## config.mk

```make
export PLATFORM = sky130hd
export DESIGN_NAME = mfa_top
export DESIGN_NICKNAME = d
export VERILOG_FILES = /design/src/logic/mfa_pkg.sv /design/src/logic/mfa_top.sv /design/src/logic/mfa_alert_drv.sv
export SDC_FILE = /design/constraint.sdc
export NUM_CORES = 1
export LEC_CHECK = 0
export CORE_AREA = 2 2 39 41
export CTS_CLUSTER_SIZE = 25
export DETAILED_ROUTE_END_ITERATION = 8
export DIE_AREA = 0 0 41 43
export DONT_BUFFER_PORTS = 1
export MAX_ROUTING_LAYER = met4
export PLACE_DENSITY_LB_ADDON = 0.05
export RECOVER_POWER = 25
export SLEW_MARGIN = 20
export SYNTH_ARGS = -nofsm -noshare
export SYNTH_HDL_FRONTEND = slang
export SYNTH_HIERARCHICAL = 1
export SYNTH_SLANG_ARGS = --single-unit
```

## constraint.sdc

```tcl
create_clock -name clock_i -period 1.8 [get_ports clock_i]
set_input_delay 0.36 -clock clock_i [delete_from_list [all_inputs] [get_ports clock_i]]
set_output_delay 0.36 -clock clock_i [all_outputs]
set_load 0.03 [all_outputs]
```

## src/logic/mfa_pkg.sv

```systemverilog
// Summary of operation
// - A strap sampled at 0 selects software control.
// - A strap sampled at 1 selects hardware control with configuration from pins.
// - In software mode a low reset input returns the alert logic to its power-on state; the mode strap stays latched.
// - In hardware mode the reset input is ignored and the host should hold it high.
// - Software mode: shared alert low on open load, short load, overheat, packet_check error.
// - In hardware mode the shared alert shows only overtemperature.
// - In hardware mode the open-loop alert goes low on an open current loop.
// - In software mode the open-loop pin has no function and the host grounds it.
package mfa_pkg;
  // ==========================================================
  // mode encoding and reset values
  typedef enum logic [1:0] {
    MFA_MODE_SW = 2'h1,
    MFA_MODE_HW = 2'h2
  } mfa_mode_t;
  localparam logic MFA_STRAP_SW = 1'h0;
  localparam logic MFA_FLAG_RST = 1'h0;
  localparam logic MFA_OE_N_RST = 1'h1;
  localparam int MFA_SYNC_CYC = 1;
endpackage : mfa_pkg

```

## src/logic/mfa_top.sv

```systemverilog
`timescale 1ns/1ps
// ==========================================================
// mode-dependent reset and fault alert pins
module mfa_top (
  input wire logic clock_i,
  input wire logic rst_n_i,
  input wire logic control_source_strap_i,
  input wire logic reset_pin_n_i,
  input wire logic open_load_i,
  input wire logic short_load_i,
  input wire logic over_temp_i,
  input wire logic packet_check_err_i,
  output logic fault_alert_o,
  output logic fault_alert_oe_n_o,
  output logic open_loop_alert_o,
  output logic open_loop_alert_oe_n_o,
  output logic hw_mode_o,
  output logic soft_reset_n_o
);
  mfa_pkg::mfa_mode_t mode_r;
  mfa_pkg::mfa_mode_t mode_nxt;
  logic latched_r;
  logic latched_nxt;
  logic soft_rst_r;
  logic soft_rst_nxt;
  logic block_rst_n;
  logic fault_cause;
  logic open_cause;

  // ==========================================================
  // strap capture, once after reset release
  always_comb begin
    mode_nxt = mode_r;
    latched_nxt = 1'h1;
    if (!latched_r) begin
      if (control_source_strap_i == mfa_pkg::MFA_STRAP_SW) begin
        mode_nxt = mfa_pkg::MFA_MODE_SW;
      end else begin
        mode_nxt = mfa_pkg::MFA_MODE_HW;
      end
    end
  end

  always_ff @(posedge clock_i or negedge rst_n_i) begin
    if (!rst_n_i) begin
      mode_r <= mfa_pkg::MFA_MODE_SW;
      latched_r <= 1'h0;
    end else begin
      mode_r <= mode_nxt;
      latched_r <= latched_nxt;
    end
  end

  // ==========================================================
  // reset pin, honoured only in software mode
  always_comb begin
    soft_rst_nxt = 1'h0;
    // software mode reset
    // mode is only trusted once latched, so a strapped-high part never sees a reset pulse
    if (latched_r && mode_r == mfa_pkg::MFA_MODE_SW && !reset_pin_n_i) begin
      soft_rst_nxt = 1'h1;
    end
  end

  always_ff @(posedge clock_i or negedge rst_n_i) begin
    if (!rst_n_i) begin
      soft_rst_r <= 1'h0;
    end else begin
      soft_rst_r <= soft_rst_nxt;
    end
  end

  // internal reset for alert logic; mode strap stays latched
  assign block_rst_n = rst_n_i & ~soft_rst_r;

  // ==========================================================
  // alert cause selection per mode
  always_comb begin
    fault_cause = 1'h0;
    open_cause = 1'h0;
    if (mode_r == mfa_pkg::MFA_MODE_SW) begin
      fault_cause = open_load_i | short_load_i | over_temp_i | packet_check_err_i;
      open_cause = 1'h0;
    end else begin
      fault_cause = over_temp_i;
      open_cause = open_load_i;
    end
  end

  mfa_alert_drv u_fault (
    .clock_i(clock_i),
    .rst_n_i(block_rst_n),
    .cause_i(fault_cause),
    .oe_n_o(fault_alert_oe_n_o),
    .flag_o()
  );

  mfa_alert_drv u_open (
    .clock_i(clock_i),
    .rst_n_i(block_rst_n),
    .cause_i(open_cause),
    .oe_n_o(open_loop_alert_oe_n_o),
    .flag_o()
  );

  // open-drain: output value is always low
  assign fault_alert_o = 1'h0;
  assign open_loop_alert_o = 1'h0;
  assign hw_mode_o = (mode_r == mfa_pkg::MFA_MODE_HW);
  assign soft_reset_n_o = ~soft_rst_r;

  // ==========================================================
  // checks
  // software combined alert
  sw_fault_a: assert property (
    @(posedge clock_i) disable iff (!rst_n_i)
    (latched_r && mode_r == mfa_pkg::MFA_MODE_SW && !soft_rst_r && short_load_i
     && reset_pin_n_i) |=> !fault_alert_oe_n_o
  ) else $error("sw fault missed");

  sw_temp_a: assert property (
    @(posedge clock_i) disable iff (!rst_n_i)
    (latched_r && mode_r == mfa_pkg::MFA_MODE_SW && !soft_rst_r && over_temp_i
     && reset_pin_n_i) |=> !fault_alert_oe_n_o
  ) else $error("sw temp missed");

  sw_clear_a: assert property (
    @(posedge clock_i) disable iff (!rst_n_i)
    (latched_r && mode_r == mfa_pkg::MFA_MODE_SW
     && !(open_load_i | short_load_i | over_temp_i | packet_check_err_i))
    |=> fault_alert_oe_n_o
  ) else $error("sw alert not released");

  hw_temp_a: assert property (
    @(posedge clock_i) disable iff (!rst_n_i)
    (mode_r == mfa_pkg::MFA_MODE_HW && $past(mode_r) == mfa_pkg::MFA_MODE_HW
     && !over_temp_i) |=> fault_alert_oe_n_o
  ) else $error("hw alert not temp only");

  hw_temp_set_a: assert property (
    @(posedge clock_i) disable iff (!rst_n_i)
    (mode_r == mfa_pkg::MFA_MODE_HW && over_temp_i) |=> !fault_alert_oe_n_o
  ) else $error("hw temp missed");

  hw_open_a: assert property (
    @(posedge clock_i) disable iff (!rst_n_i)
    (mode_r == mfa_pkg::MFA_MODE_HW && open_load_i) |=> !open_loop_alert_oe_n_o
  ) else $error("open loop missed");

  hw_open_clr_a: assert property (
    @(posedge clock_i) disable iff (!rst_n_i)
    (mode_r == mfa_pkg::MFA_MODE_HW && !open_load_i) |=> open_loop_alert_oe_n_o
  ) else $error("open loop not released");

  sw_open_idle_a: assert property (
    @(posedge clock_i) disable iff (!rst_n_i)
    (mode_r == mfa_pkg::MFA_MODE_SW) |=> open_loop_alert_oe_n_o
  ) else $error("open pin active in sw");

  sw_reset_a: assert property (
    @(posedge clock_i) disable iff (!rst_n_i)
    (latched_r && mode_r == mfa_pkg::MFA_MODE_SW && !reset_pin_n_i) |=> !soft_reset_n_o ##1
    (fault_alert_oe_n_o || !soft_reset_n_o)
  ) else $error("sw reset ignored");

  sw_rst_release_a: assert property (
    @(posedge clock_i) disable iff (!rst_n_i)
    (latched_r && mode_r == mfa_pkg::MFA_MODE_SW && reset_pin_n_i) |=> soft_reset_n_o
  ) else $error("sw reset stuck");

  hw_no_reset_a: assert property (
    @(posedge clock_i) disable iff (!rst_n_i)
    (mode_r == mfa_pkg::MFA_MODE_HW) |=> soft_reset_n_o
  ) else $error("hw reset acted");

  strap_sw_a: assert property (
    @(posedge clock_i) disable iff (!rst_n_i)
    (!latched_r && !control_source_strap_i) |=> !hw_mode_o ##1 !hw_mode_o
  ) else $error("strap sw wrong");

  strap_hw_a: assert property (
    @(posedge clock_i) disable iff (!rst_n_i)
    (!latched_r && control_source_strap_i) |=> hw_mode_o [*3]
  ) else $error("strap hw wrong");

  mode_hold_a: assert property (
    @(posedge clock_i) disable iff (!rst_n_i)
    latched_r |=> (hw_mode_o == $past(hw_mode_o))
  ) else $error("mode changed after latch");

  // main scenarios reached
  sw_fault_c: cover property (@(posedge clock_i) disable iff (!rst_n_i)
    mode_r == mfa_pkg::MFA_MODE_SW && !fault_alert_oe_n_o);
  hw_open_c: cover property (@(posedge clock_i) disable iff (!rst_n_i)
    mode_r == mfa_pkg::MFA_MODE_HW && !open_loop_alert_oe_n_o);
  sw_reset_c: cover property (@(posedge clock_i) disable iff (!rst_n_i)
    !soft_reset_n_o);
  hw_temp_c: cover property (@(posedge clock_i) disable iff (!rst_n_i)
    mode_r == mfa_pkg::MFA_MODE_HW && !fault_alert_oe_n_o);
  hw_ignore_c: cover property (@(posedge clock_i) disable iff (!rst_n_i)
    mode_r == mfa_pkg::MFA_MODE_HW && !reset_pin_n_i);
endmodule : mfa_top

```

## src/logic/mfa_alert_drv.sv

```systemverilog
`timescale 1ns/1ps
// ==========================================================
// one open-drain alert: registered active-high flag to output enable
module mfa_alert_drv (
  input wire logic clock_i,
  input wire logic rst_n_i,
  input wire logic cause_i,
  output logic oe_n_o,
  output logic flag_o
);
  logic flag_r;
  logic flag_nxt;

  // follow and release
  // follows its cause, released when cause clears
  always_comb begin
    flag_nxt = cause_i;
  end

  always_ff @(posedge clock_i or negedge rst_n_i) begin
    if (!rst_n_i) begin
      flag_r <= mfa_pkg::MFA_FLAG_RST;
    end else begin
      flag_r <= flag_nxt;
    end
  end

  // pin pulled low while enable low
  assign oe_n_o = ~flag_r;
  assign flag_o = flag_r;

  release_track_a: assert property (@(posedge clock_i) disable iff (!rst_n_i)
    !cause_i |=> !flag_r) else $error("alert not released");
  set_track_a: assert property (@(posedge clock_i) disable iff (!rst_n_i)
    cause_i |=> !oe_n_o) else $error("alert not asserted");
endmodule : mfa_alert_drv

```

==> results of run 1 <==
## cells by family after synthesis
logic type             count (synthesis)
flip-flops                             6
AO/OA/AOI/OAI                          2
other                                  2
AND/OR/NAND/NOR                        7
multiplexers                           1
buffers and inverters                  5
## layout by cell type (no fill, tap or decap), drive strengths merged
cell type	n
nor3b	1
o21bai	1
mux2	1
dfrtp	5
inv	3
and2	1
conb	3
clkbuf	4
and2b	1
nand2	1
nor3	1
nand2b	1
nor2b	1
dlygate4sd3	1
dfstp	1
o21ai	1
## what timing repair did
| item | CTS | global route |
|---|---|---|
| hold buffers | 1 | 0 |
| endpoints found under the setup margin | 0 | 0 |
| endpoints found under the hold margin | 6 | 0 |
## state kept, by name (all words and copies together), names as in the netlist
signal / count
mode_r: 2
latched_r: 1
u_fault/flag_o: 1
soft_rst_r: 1
u_open/flag_o: 1
## power groups by stage
stage | Clock (mW) | Sequential [mW] | Combinational [mW]
6_report | 0.135 | 0.153 | 0.0444
5_1_grt | 0.154 | 0.154 | 0.0476
3_5_place_dp | 0 | 0.156 | 0.0417
2_1_floorplan | 0 | 0.154 | 0.0422
4_1_cts | 0.142 | 0.153 | 0.0454
3_3_place_gp | 0 | 0.155 | 0.0415
## per-layer routing
metal / share of wire [%] / global-route usage, % / vias up
li1: - / - / 72
met1: 46 / 6.89 / 67
met2: 44 / 5.31 / 9
met3: 7.3 / 4.71 / 2
met4: 1.9 / 10.0 / 0
met5: 0 / - / -
## cell type report
type,count,area share [%]
Clock buffer,4,8.40
Inverter,3,3.60
Multi-Input combinational cell,13,30.0
Sequential cell,6,48.4
Tap cell,16,6.40
Timing Repair Buffer,1,3.20
## worst min path at each step
stage | slack [ps] | from | cells past startpoint | endpoint
floorplan | 60 | rst_n_i | 0 | latched_r
global placement | 60 | rst_n_i | 0 | latched_r
detailed placement | 60 | rst_n_i | 0 | mode_r[1]
CTS | 160 | reset_pin_n_i | 1 | soft_rst_r
global route | 150 | reset_pin_n_i | 1 | soft_rst_r
finish | 170 | reset_pin_n_i | 1 | soft_rst_r
==> flow_summary_export.csv, run 1 <==
group,metric,value,unit
final_layout,insertedDiodeCount,0,
clock_tree,clk_latency,240,ps
synth,synth_largest_type_area_fraction,46.7,%
final_layout,finalCoreUtilization,22.6,%
clock_tree,cts_repair_resize_count,0,
floorplan,die_w,41,µm
synth,flip_flop_cell_with_the_highest_count_after_synthesis,"dfrtp_1",
power_and_ir_drop,vdd_drop_max,0.186,mV
route,via_per_inst,3.49,
route,initialDrtViolationCount,2,
final_layout,multi_input_area,93.8,µm²
clock_tree,clkSinkCount,6,
timing,report.final.slew_viol_count,0,
critical_path,endpoint_kind,"output pin",
route,drc,0,
grt,grt.total_usage,6.42,%
floorplan,total_die_area,1760,µm²
placed_design,placed_cell_area,277,µm²
synth,netlist.top_cell.by_area,"dfrtp_1",
critical_path,cp-start-kind,"flop",
placed_design,pre_cts_ws,610,ps
synth,average_footprint_of_a_synthesized_cell,11.6,µm²
power_and_ir_drop,clockPowerShare,40.7,%
critical_path,worstPathCellList,"and2b_1",
timing,timing.fmax,694,MHz
power_and_ir_drop,post-layout-total-power,333,µW
clock_tree,clk_transition_reported_paths,50,ps
clock_tree,cts_max_path_buffers,2,
route,drtPass1Iterations,2,
final_layout,register_area,151,µm²
floorplan,floorplan.initialDensity,19.3,%
power_and_ir_drop,power.share.switching,26.2,%
synth,leading_cell_type_by_number_of_instances_after_synthesis,"dfrtp_1",
timing,post-route-worst-setup-slack,359,ps
critical_path,worst-r2r-cell-count,2,
synth,synth_compound_area_share,4.67,%
power_and_ir_drop,leakage,0.147,nW
placed_design,dp.cells,38,
grt,number_of_global_route_vias_before_repair,134,
power_and_ir_drop,sequentialPowerShare,46.0,%
critical_path,path_depth,1,
synth,mappedNetlistArea,268,µm²
synth,netlist-cell-type-count,15,
run,max_capacitance_violation_count,0,
timing,fin_tns_setup,0,ps
synth,synth_xor_area_share,0,%
final_layout,fillCellCount,157,
critical_path,critPathMaxStageDelay,550,ps
critical_path,highest_fanout_seen_on_the_critical_path,3,
synth,synth_top_cells_by_count,"5 x dfrtp_1, 3 x inv_1, 2 x buf_4, 2 x conb_1",
final_layout,finish.cell_count_without_fillers,43,
grt,pin_count_of_the_biggest_net_entering_global_routing,6,
timing,hold_slack,168,ps
synth,synth-edff-count,0,
route,vias,150,
critical_path,rr_endpoint,"u_open/flag_o",
synth,synthAdderAreaFrac,0,%
synth,synth_simple_gate_area_share,20.6,%
placed_design,placement.io_buffers,0,
timing,final.setup_skew,5.63,ps
synth,synth_area_leaders,"dfrtp_1 47%, dfstp_2 9.8%, buf_4 5.6%",
clock_tree,cts_root_buf,"clkbuf_4",
route,route.antenna.remaining_nets,0,
floorplan,core_area,1380,µm²
critical_path,cp_top_family,"flip-flops",
synth,synth_seq_cells,6,
timing,final_min_period_over_clock_period,80.1,%
final_layout,final_net_count,36,
route,drt_wl_total,425,µm
synth,synth-async-reset-ratio,100,%
synth,post_synth_inst_count,23,
final_layout,final_cell_area,313,µm²
synth,seq_area_frac_synth,56.5,%
clock_tree,clock_tree_from_tritoncts,"done",
timing,unrepaired_setup_endpoints_after_global_routing,"no",
power_and_ir_drop,net-switching-power,87.3,µW
critical_path,cp_data_required_time,1440,ps
floorplan,floorplan.die.height,43,µm
critical_path,timing.critical_path.to,"hw_mode_o",
critical_path,worstPathBufferInverterCount,0,
critical_path,crit_start,"mode_r[0]",
grt,total_congestion_overflow,0,
hold_path,hold_crit_path_type,"in2reg",
critical_path,crit_path_top_delay_cell,"dfstp_2",
critical_path,r2r-start,"mode_r[0]",
power_and_ir_drop,combinationalPowerShare,13.3,%
timing,setup-violations-final,0,
power_and_ir_drop,power_density,1060,nW/µm²
placed_design,gp_routability_congestion,0.563,
grt,grt_pass1_wl,593,µm
clock_tree,cts_htree_levels,1,
floorplan,placementRows,14,
critical_path,worst_ep_arrival_time,1080,ps
route,average_detailed_routed_wire_length_per_instance,9.88,µm
synth,synth.mux.area_fraction,5.61,%
clock_tree,cts_made_buffers,3,
outcome,outcome,"complete, no violations",
final_layout,synthToLayoutAreaGrowth,16.8,%
critical_path,r2r_setup_slack,930,ps
floorplan,io_pins,14,
synth,synth_top_family_by_area,"simple AND/OR/NAND/NOR gates",
power_and_ir_drop,p_int,246,µW
timing,timing_hold_violations_final,0,
final_layout,post_route_cells_drive_above_1_share,25.9,%
grt,grt_antenna_before_repair,0,
critical_path,timing_worst_setup_path_type,"reg2out",
synth,synthesis.yosys.warnings,6,
timing,period_needed,1440,ps
clock_tree,postCtsSetupBuffers,0,
Note: power is estimated with default switching activity, not from simulation.
==> run 2, diff against run 1 <==
clock period = 1.3 ns   (was 1.8 ns; I/O delays follow)
==> flow_summary_export.csv, run 2 (same netlist as run 1, synthesis figures left out) <==
group,metric,value,unit
outcome,outcome,"complete, no violations",
critical_path,endpoint_kind,"output pin",
critical_path,worst_ep_arrival_time,970,ps
route,average_detailed_routed_wire_length_per_instance,9.77,µm
critical_path,timing_worst_setup_path_type,"reg2out",
final_layout,top_register_by_number_of_flip_flops,"mode_r",
critical_path,r2r_setup_slack,360,ps
clock_tree,clkSinkCount,6,
timing,fin_tns_setup,0,ps
final_layout,layout_commonest_cell,"dfrtp_1",
placed_design,gp_routability_congestion,0.563,
critical_path,cp_top_family,"flip-flops",
critical_path,highest_fanout_seen_on_the_critical_path,2,
placed_design,pre_cts_ws,210,ps
hold_path,hold_end,"soft_rst_r",
route,drt_wl_total,430,µm
hold_path,worstHoldPathCells,1,
placed_design,dp.cells,38,
critical_path,rr_endpoint,"u_open/flag_o",
clock_tree,clock_tree_from_tritoncts,"done",
final_layout,post_route_cells_drive_above_1_share,32.1,%
critical_path,crit_path_top_delay_cell,"dfstp_2",
run,max_capacitance_violation_count,0,
clock_tree,cts_max_path_buffers,2,
critical_path,critPathMaxStageDelay,520,ps
critical_path,r2r-start,"mode_r[0]",
grt,grt_use_met3,4.71,%
clock_tree,clk_transition_reported_paths,50,ps
grt,grt.total_usage,6.42,%
grt,grt_pass1_wl,593,µm
final_layout,final_net_count,37,
hold_path,worstHoldStart,"reset_pin_n_i",
timing,final_min_period_over_clock_period,94.7,%
critical_path,worstPathCellList,"and2b_4",
clock_tree,cts_htree_levels,1,
critical_path,worst-r2r-cell-count,3,
grt,number_of_global_route_vias_before_repair,134,
floorplan,placementRows,14,
route,drtPass1Iterations,2,
final_layout,synthToLayoutAreaGrowth,20.6,%
timing,setup-violations-final,0,
grt,pin_count_of_the_biggest_net_entering_global_routing,6,
clock_tree,cts_made_buffers,3,
grt,grt.met2_usage,5.31,%
route,via_per_inst,3.50,
timing,final.setup_skew,5.64,ps
clock_tree,clk_latency,250,ps
grt,total_congestion_overflow,0,
route,route.antenna.remaining_nets,0,
timing,hold_slack,67.6,ps
power_and_ir_drop,vdd_drop_max,0.257,mV
placed_design,placement.io_buffers,0,
critical_path,cp-start-kind,"flop",
route,drc,0,
route,vias,154,
grt,grt_antenna_before_repair,0,
grt,grt_util_met1,6.89,%
power_and_ir_drop,leakage,0.151,nW
floorplan,total_die_area,1760,µm²
placed_design,placed_cell_area,277,µm²
timing,period_needed,1230,ps
timing,post-route-worst-setup-slack,69.5,ps
floorplan,floorplan.initialDensity,19.3,%
timing,report.final.slew_viol_count,0,
floorplan,die_w,41,µm
clock_tree,cts_root_buf,"clkbuf_4",
final_layout,finish.cell_count_without_fillers,44,
power_and_ir_drop,post-layout-total-power,468,µW
critical_path,worstPathBufferInverterCount,0,
floorplan,io_pins,14,
final_layout,final_cell_area,323,µm²
final_layout,max_ffs_per_register,2,
final_layout,finalCoreUtilization,23.3,%
final_layout,layout_common_cells,"5 x dfrtp_1, 3 x inv_1, 3 x conb_1, 3 x clkbuf_4",
timing,timing.fmax,813,MHz
critical_path,cp_data_required_time,1040,ps
grt,grt-busiest-layer,"met4",
route,initialDrtViolationCount,3,
timing,unrepaired_setup_endpoints_after_global_routing,"no",
power_and_ir_drop,power_density,1450,nW/µm²
floorplan,floorplan.die.height,43,µm
final_layout,insertedDiodeCount,0,
floorplan,core_area,1380,µm²
timing,timing_hold_violations_final,0,
hold_path,hold_crit_path_type,"in2reg",
## run 2: cell count changes in the layout (fill, tap and decap cells not counted)
cell	change
and2b_1	-1
and2b_4	+1
buf_4	+1
## run 2: worst reg2reg max path: cells and delay by family, from the launching register on
family | cells | cell delay, ps
simple gates | 2 | 210
buf+inv | 1 | 110
flops | 1 | 520
## run 2: worst max-delay path by stage
stage                     end  slack (ps)  cells past startpoint       from
global placement    hw_mode_o         210                      1  mode_r[0]
CTS                 hw_mode_o           2                      1  mode_r[0]
global route        hw_mode_o          50                      1  mode_r[0]
finish              hw_mode_o          70                      1  mode_r[0]
floorplan           hw_mode_o         220                      1  mode_r[0]
detailed placement  hw_mode_o         210                      1  mode_r[0]
## run 2: repair_timing
action / in CTS / in global routing
hold buffers: 1 / 0
gates resized for setup: 2 / 0
buffers inserted: 0 / 1
endpoints found under the setup margin: 1 / 1
hold endpoints to repair: 6 / 0
## run 2: per-layer routing
metal | share of wire (%) | vias to the layer above
li1 | - | 74
met4 | 1.9 | 0
met1 | 46 | 69
met2 | 45 | 9
met3 | 7.2 | 2
met5 | 0 | -
## run 2: final cells by class
class	count	area (µm²)
timing repair buffer	2	17.5
clock buffer	4	26.3
multi-input combinational	13	96.3
inverter	3	11.3
fill	156	1060
sequential	6	151
tap	16	20.0
## run 2: power breakdown
part | total [mW] | switching (mW) | internal (mW)
logic | 0.0709 | 0.0440 | 0.0269
registers | 0.210 | 0.00677 | 0.203
clock network | 0.188 | 0.0710 | 0.117
total | 0.468 | 0.122 | 0.346
==> run 3, diff against run 2 <==
HOLD_SLACK_MARGIN = 0.1   (was not set)
==> flow_summary_export.csv, run 3 (same netlist as run 1, synthesis figures left out) <==
group,metric,value,unit
critical_path,timing_worst_setup_path_type,"reg2out",
placed_design,placed_cell_area,277,µm²
critical_path,highest_fanout_seen_on_the_critical_path,2,
hold_path,worstHoldStart,"over_temp_i",
route,average_detailed_routed_wire_length_per_instance,9.41,µm
outcome,outcome,"complete, no violations",
timing,timing.fmax,813,MHz
hold_path,hold_end,"u_fault/flag_o",
hold_path,hold_crit_path_type,"in2reg",
placed_design,gp_routability_congestion,0.563,
route,via_per_inst,3.52,
clock_tree,clkSinkCount,6,
grt,pin_count_of_the_biggest_net_entering_global_routing,6,
placed_design,placement.io_buffers,0,
timing,fin_tns_setup,0,ps
run,max_capacitance_violation_count,0,
route,drc,0,
critical_path,worstPathBufferInverterCount,0,
clock_tree,clk_latency,240,ps
critical_path,worst-r2r-cell-count,3,
timing,setup-violations-final,0,
grt,total_congestion_overflow,0,
clock_tree,clock_tree_from_tritoncts,"done",
grt,grt_antenna_before_repair,0,
route,route.antenna.remaining_nets,0,
timing,unrepaired_setup_endpoints_after_global_routing,"no",
power_and_ir_drop,power_density,1380,nW/µm²
timing,final_min_period_over_clock_period,94.7,%
route,initialDrtViolationCount,3,
final_layout,layout_commonest_cell,"dfrtp_1",
power_and_ir_drop,vdd_drop_max,0.260,mV
critical_path,r2r_setup_slack,360,ps
timing,period_needed,1230,ps
clock_tree,cts_made_buffers,3,
grt,grt.total_usage,6.52,%
final_layout,layout_common_cells,"5 x dfrtp_1, 3 x inv_1, 3 x conb_1, 3 x clkbuf_4, 3 x dlygate4sd3_1",
floorplan,total_die_area,1760,µm²
critical_path,endpoint_kind,"output pin",
floorplan,die_w,41,µm
timing,hold_slack,127,ps
floorplan,core_area,1380,µm²
final_layout,post_route_cells_drive_above_1_share,30.0,%
critical_path,cp_top_family,"flip-flops",
power_and_ir_drop,leakage,0.160,nW
grt,number_of_global_route_vias_before_repair,136,
critical_path,worst_ep_arrival_time,970,ps
route,vias,162,
clock_tree,cts_max_path_buffers,2,
critical_path,r2r-start,"mode_r[0]",
final_layout,top_register_by_number_of_flip_flops,"mode_r",
route,drtPass1Iterations,2,
final_layout,insertedDiodeCount,0,
hold_path,worstHoldPathCells,1,
floorplan,io_pins,14,
timing,final.setup_skew,5.59,ps
floorplan,floorplan.die.height,43,µm
critical_path,crit_path_top_delay_cell,"dfstp_2",
final_layout,max_ffs_per_register,2,
timing,report.final.slew_viol_count,0,
final_layout,synthToLayoutAreaGrowth,28.0,%
critical_path,rr_endpoint,"u_open/flag_o",
final_layout,final_net_count,39,
critical_path,cp-start-kind,"flop",
clock_tree,cts_htree_levels,1,
critical_path,critPathMaxStageDelay,520,ps
clock_tree,clk_transition_reported_paths,50,ps
grt,grt_pass1_wl,607,µm
critical_path,cp_data_required_time,1040,ps
clock_tree,cts_root_buf,"clkbuf_4",
final_layout,final_cell_area,343,µm²
floorplan,placementRows,14,
critical_path,worstPathCellList,"and2b_4",
route,drt_wl_total,433,µm
timing,timing_hold_violations_final,0,
floorplan,floorplan.initialDensity,19.3,%
==> run 3: repair_timing <==
action / in CTS / in global routing
setup buffers: 0 / 1
gates resized for setup: 2 / 0
hold buffers: 3 / 0
setup endpoints to repair: 1 / 1
hold endpoints to repair: 8 / 0
==> run 3: power by group <==
part | internal (mW) | leakage, nW | switching (mW) | total [mW]
Sequential | 0.203 | 0.0710 | 0.00675 | 0.210
Combinational | 0.0308 | 0.0735 | 0.0450 | 0.0758
Clock | 0.117 | 0.0150 | 0.0710 | 0.188
==> run 3: area by class of cell <==
type	instances	area, µm²
Multi-Input combinational cell	13	96.3
Tap cell	16	20.0
Clock buffer	4	26.3
Sequential cell	6	151
Timing Repair Buffer	4	37.5
Fill cell	157	1040
Inverter	3	11.3
==> run 3: worst max-delay path by stage <==
stage | cells past startpoint | startpoint | to | slack (ps)
CTS | 1 | mode_r[0] | hw_mode_o | 2
finish | 1 | mode_r[0] | hw_mode_o | 70
global route | 1 | mode_r[0] | hw_mode_o | 50
global placement | 1 | mode_r[0] | hw_mode_o | 210
detailed placement | 1 | mode_r[0] | hw_mode_o | 210
floorplan | 1 | mode_r[0] | hw_mode_o | 220
==> run 3: per-layer routing <==
layer	GRT usage, %	wire (µm)	vias up
li1	-	-	78
met1	6.23	185	73
met2	5.94	204	9
met3	5.24	35	2
met4	10.0	8	0
met5	-	0	-
==> run 3: per-stage QoR <==
stage          cells  utilization (%)  power, mW  setup slack [ps]
3_3_place_gp      38             20.0      0.272               215
5_1_grt           46             24.8      0.505              46.4
6_report          46             24.8      0.473              69.4
2_1_floorplan     24                -      0.272               224
3_5_place_dp      38             20.0      0.273               210
4_1_cts           45             24.2      0.480              2.42
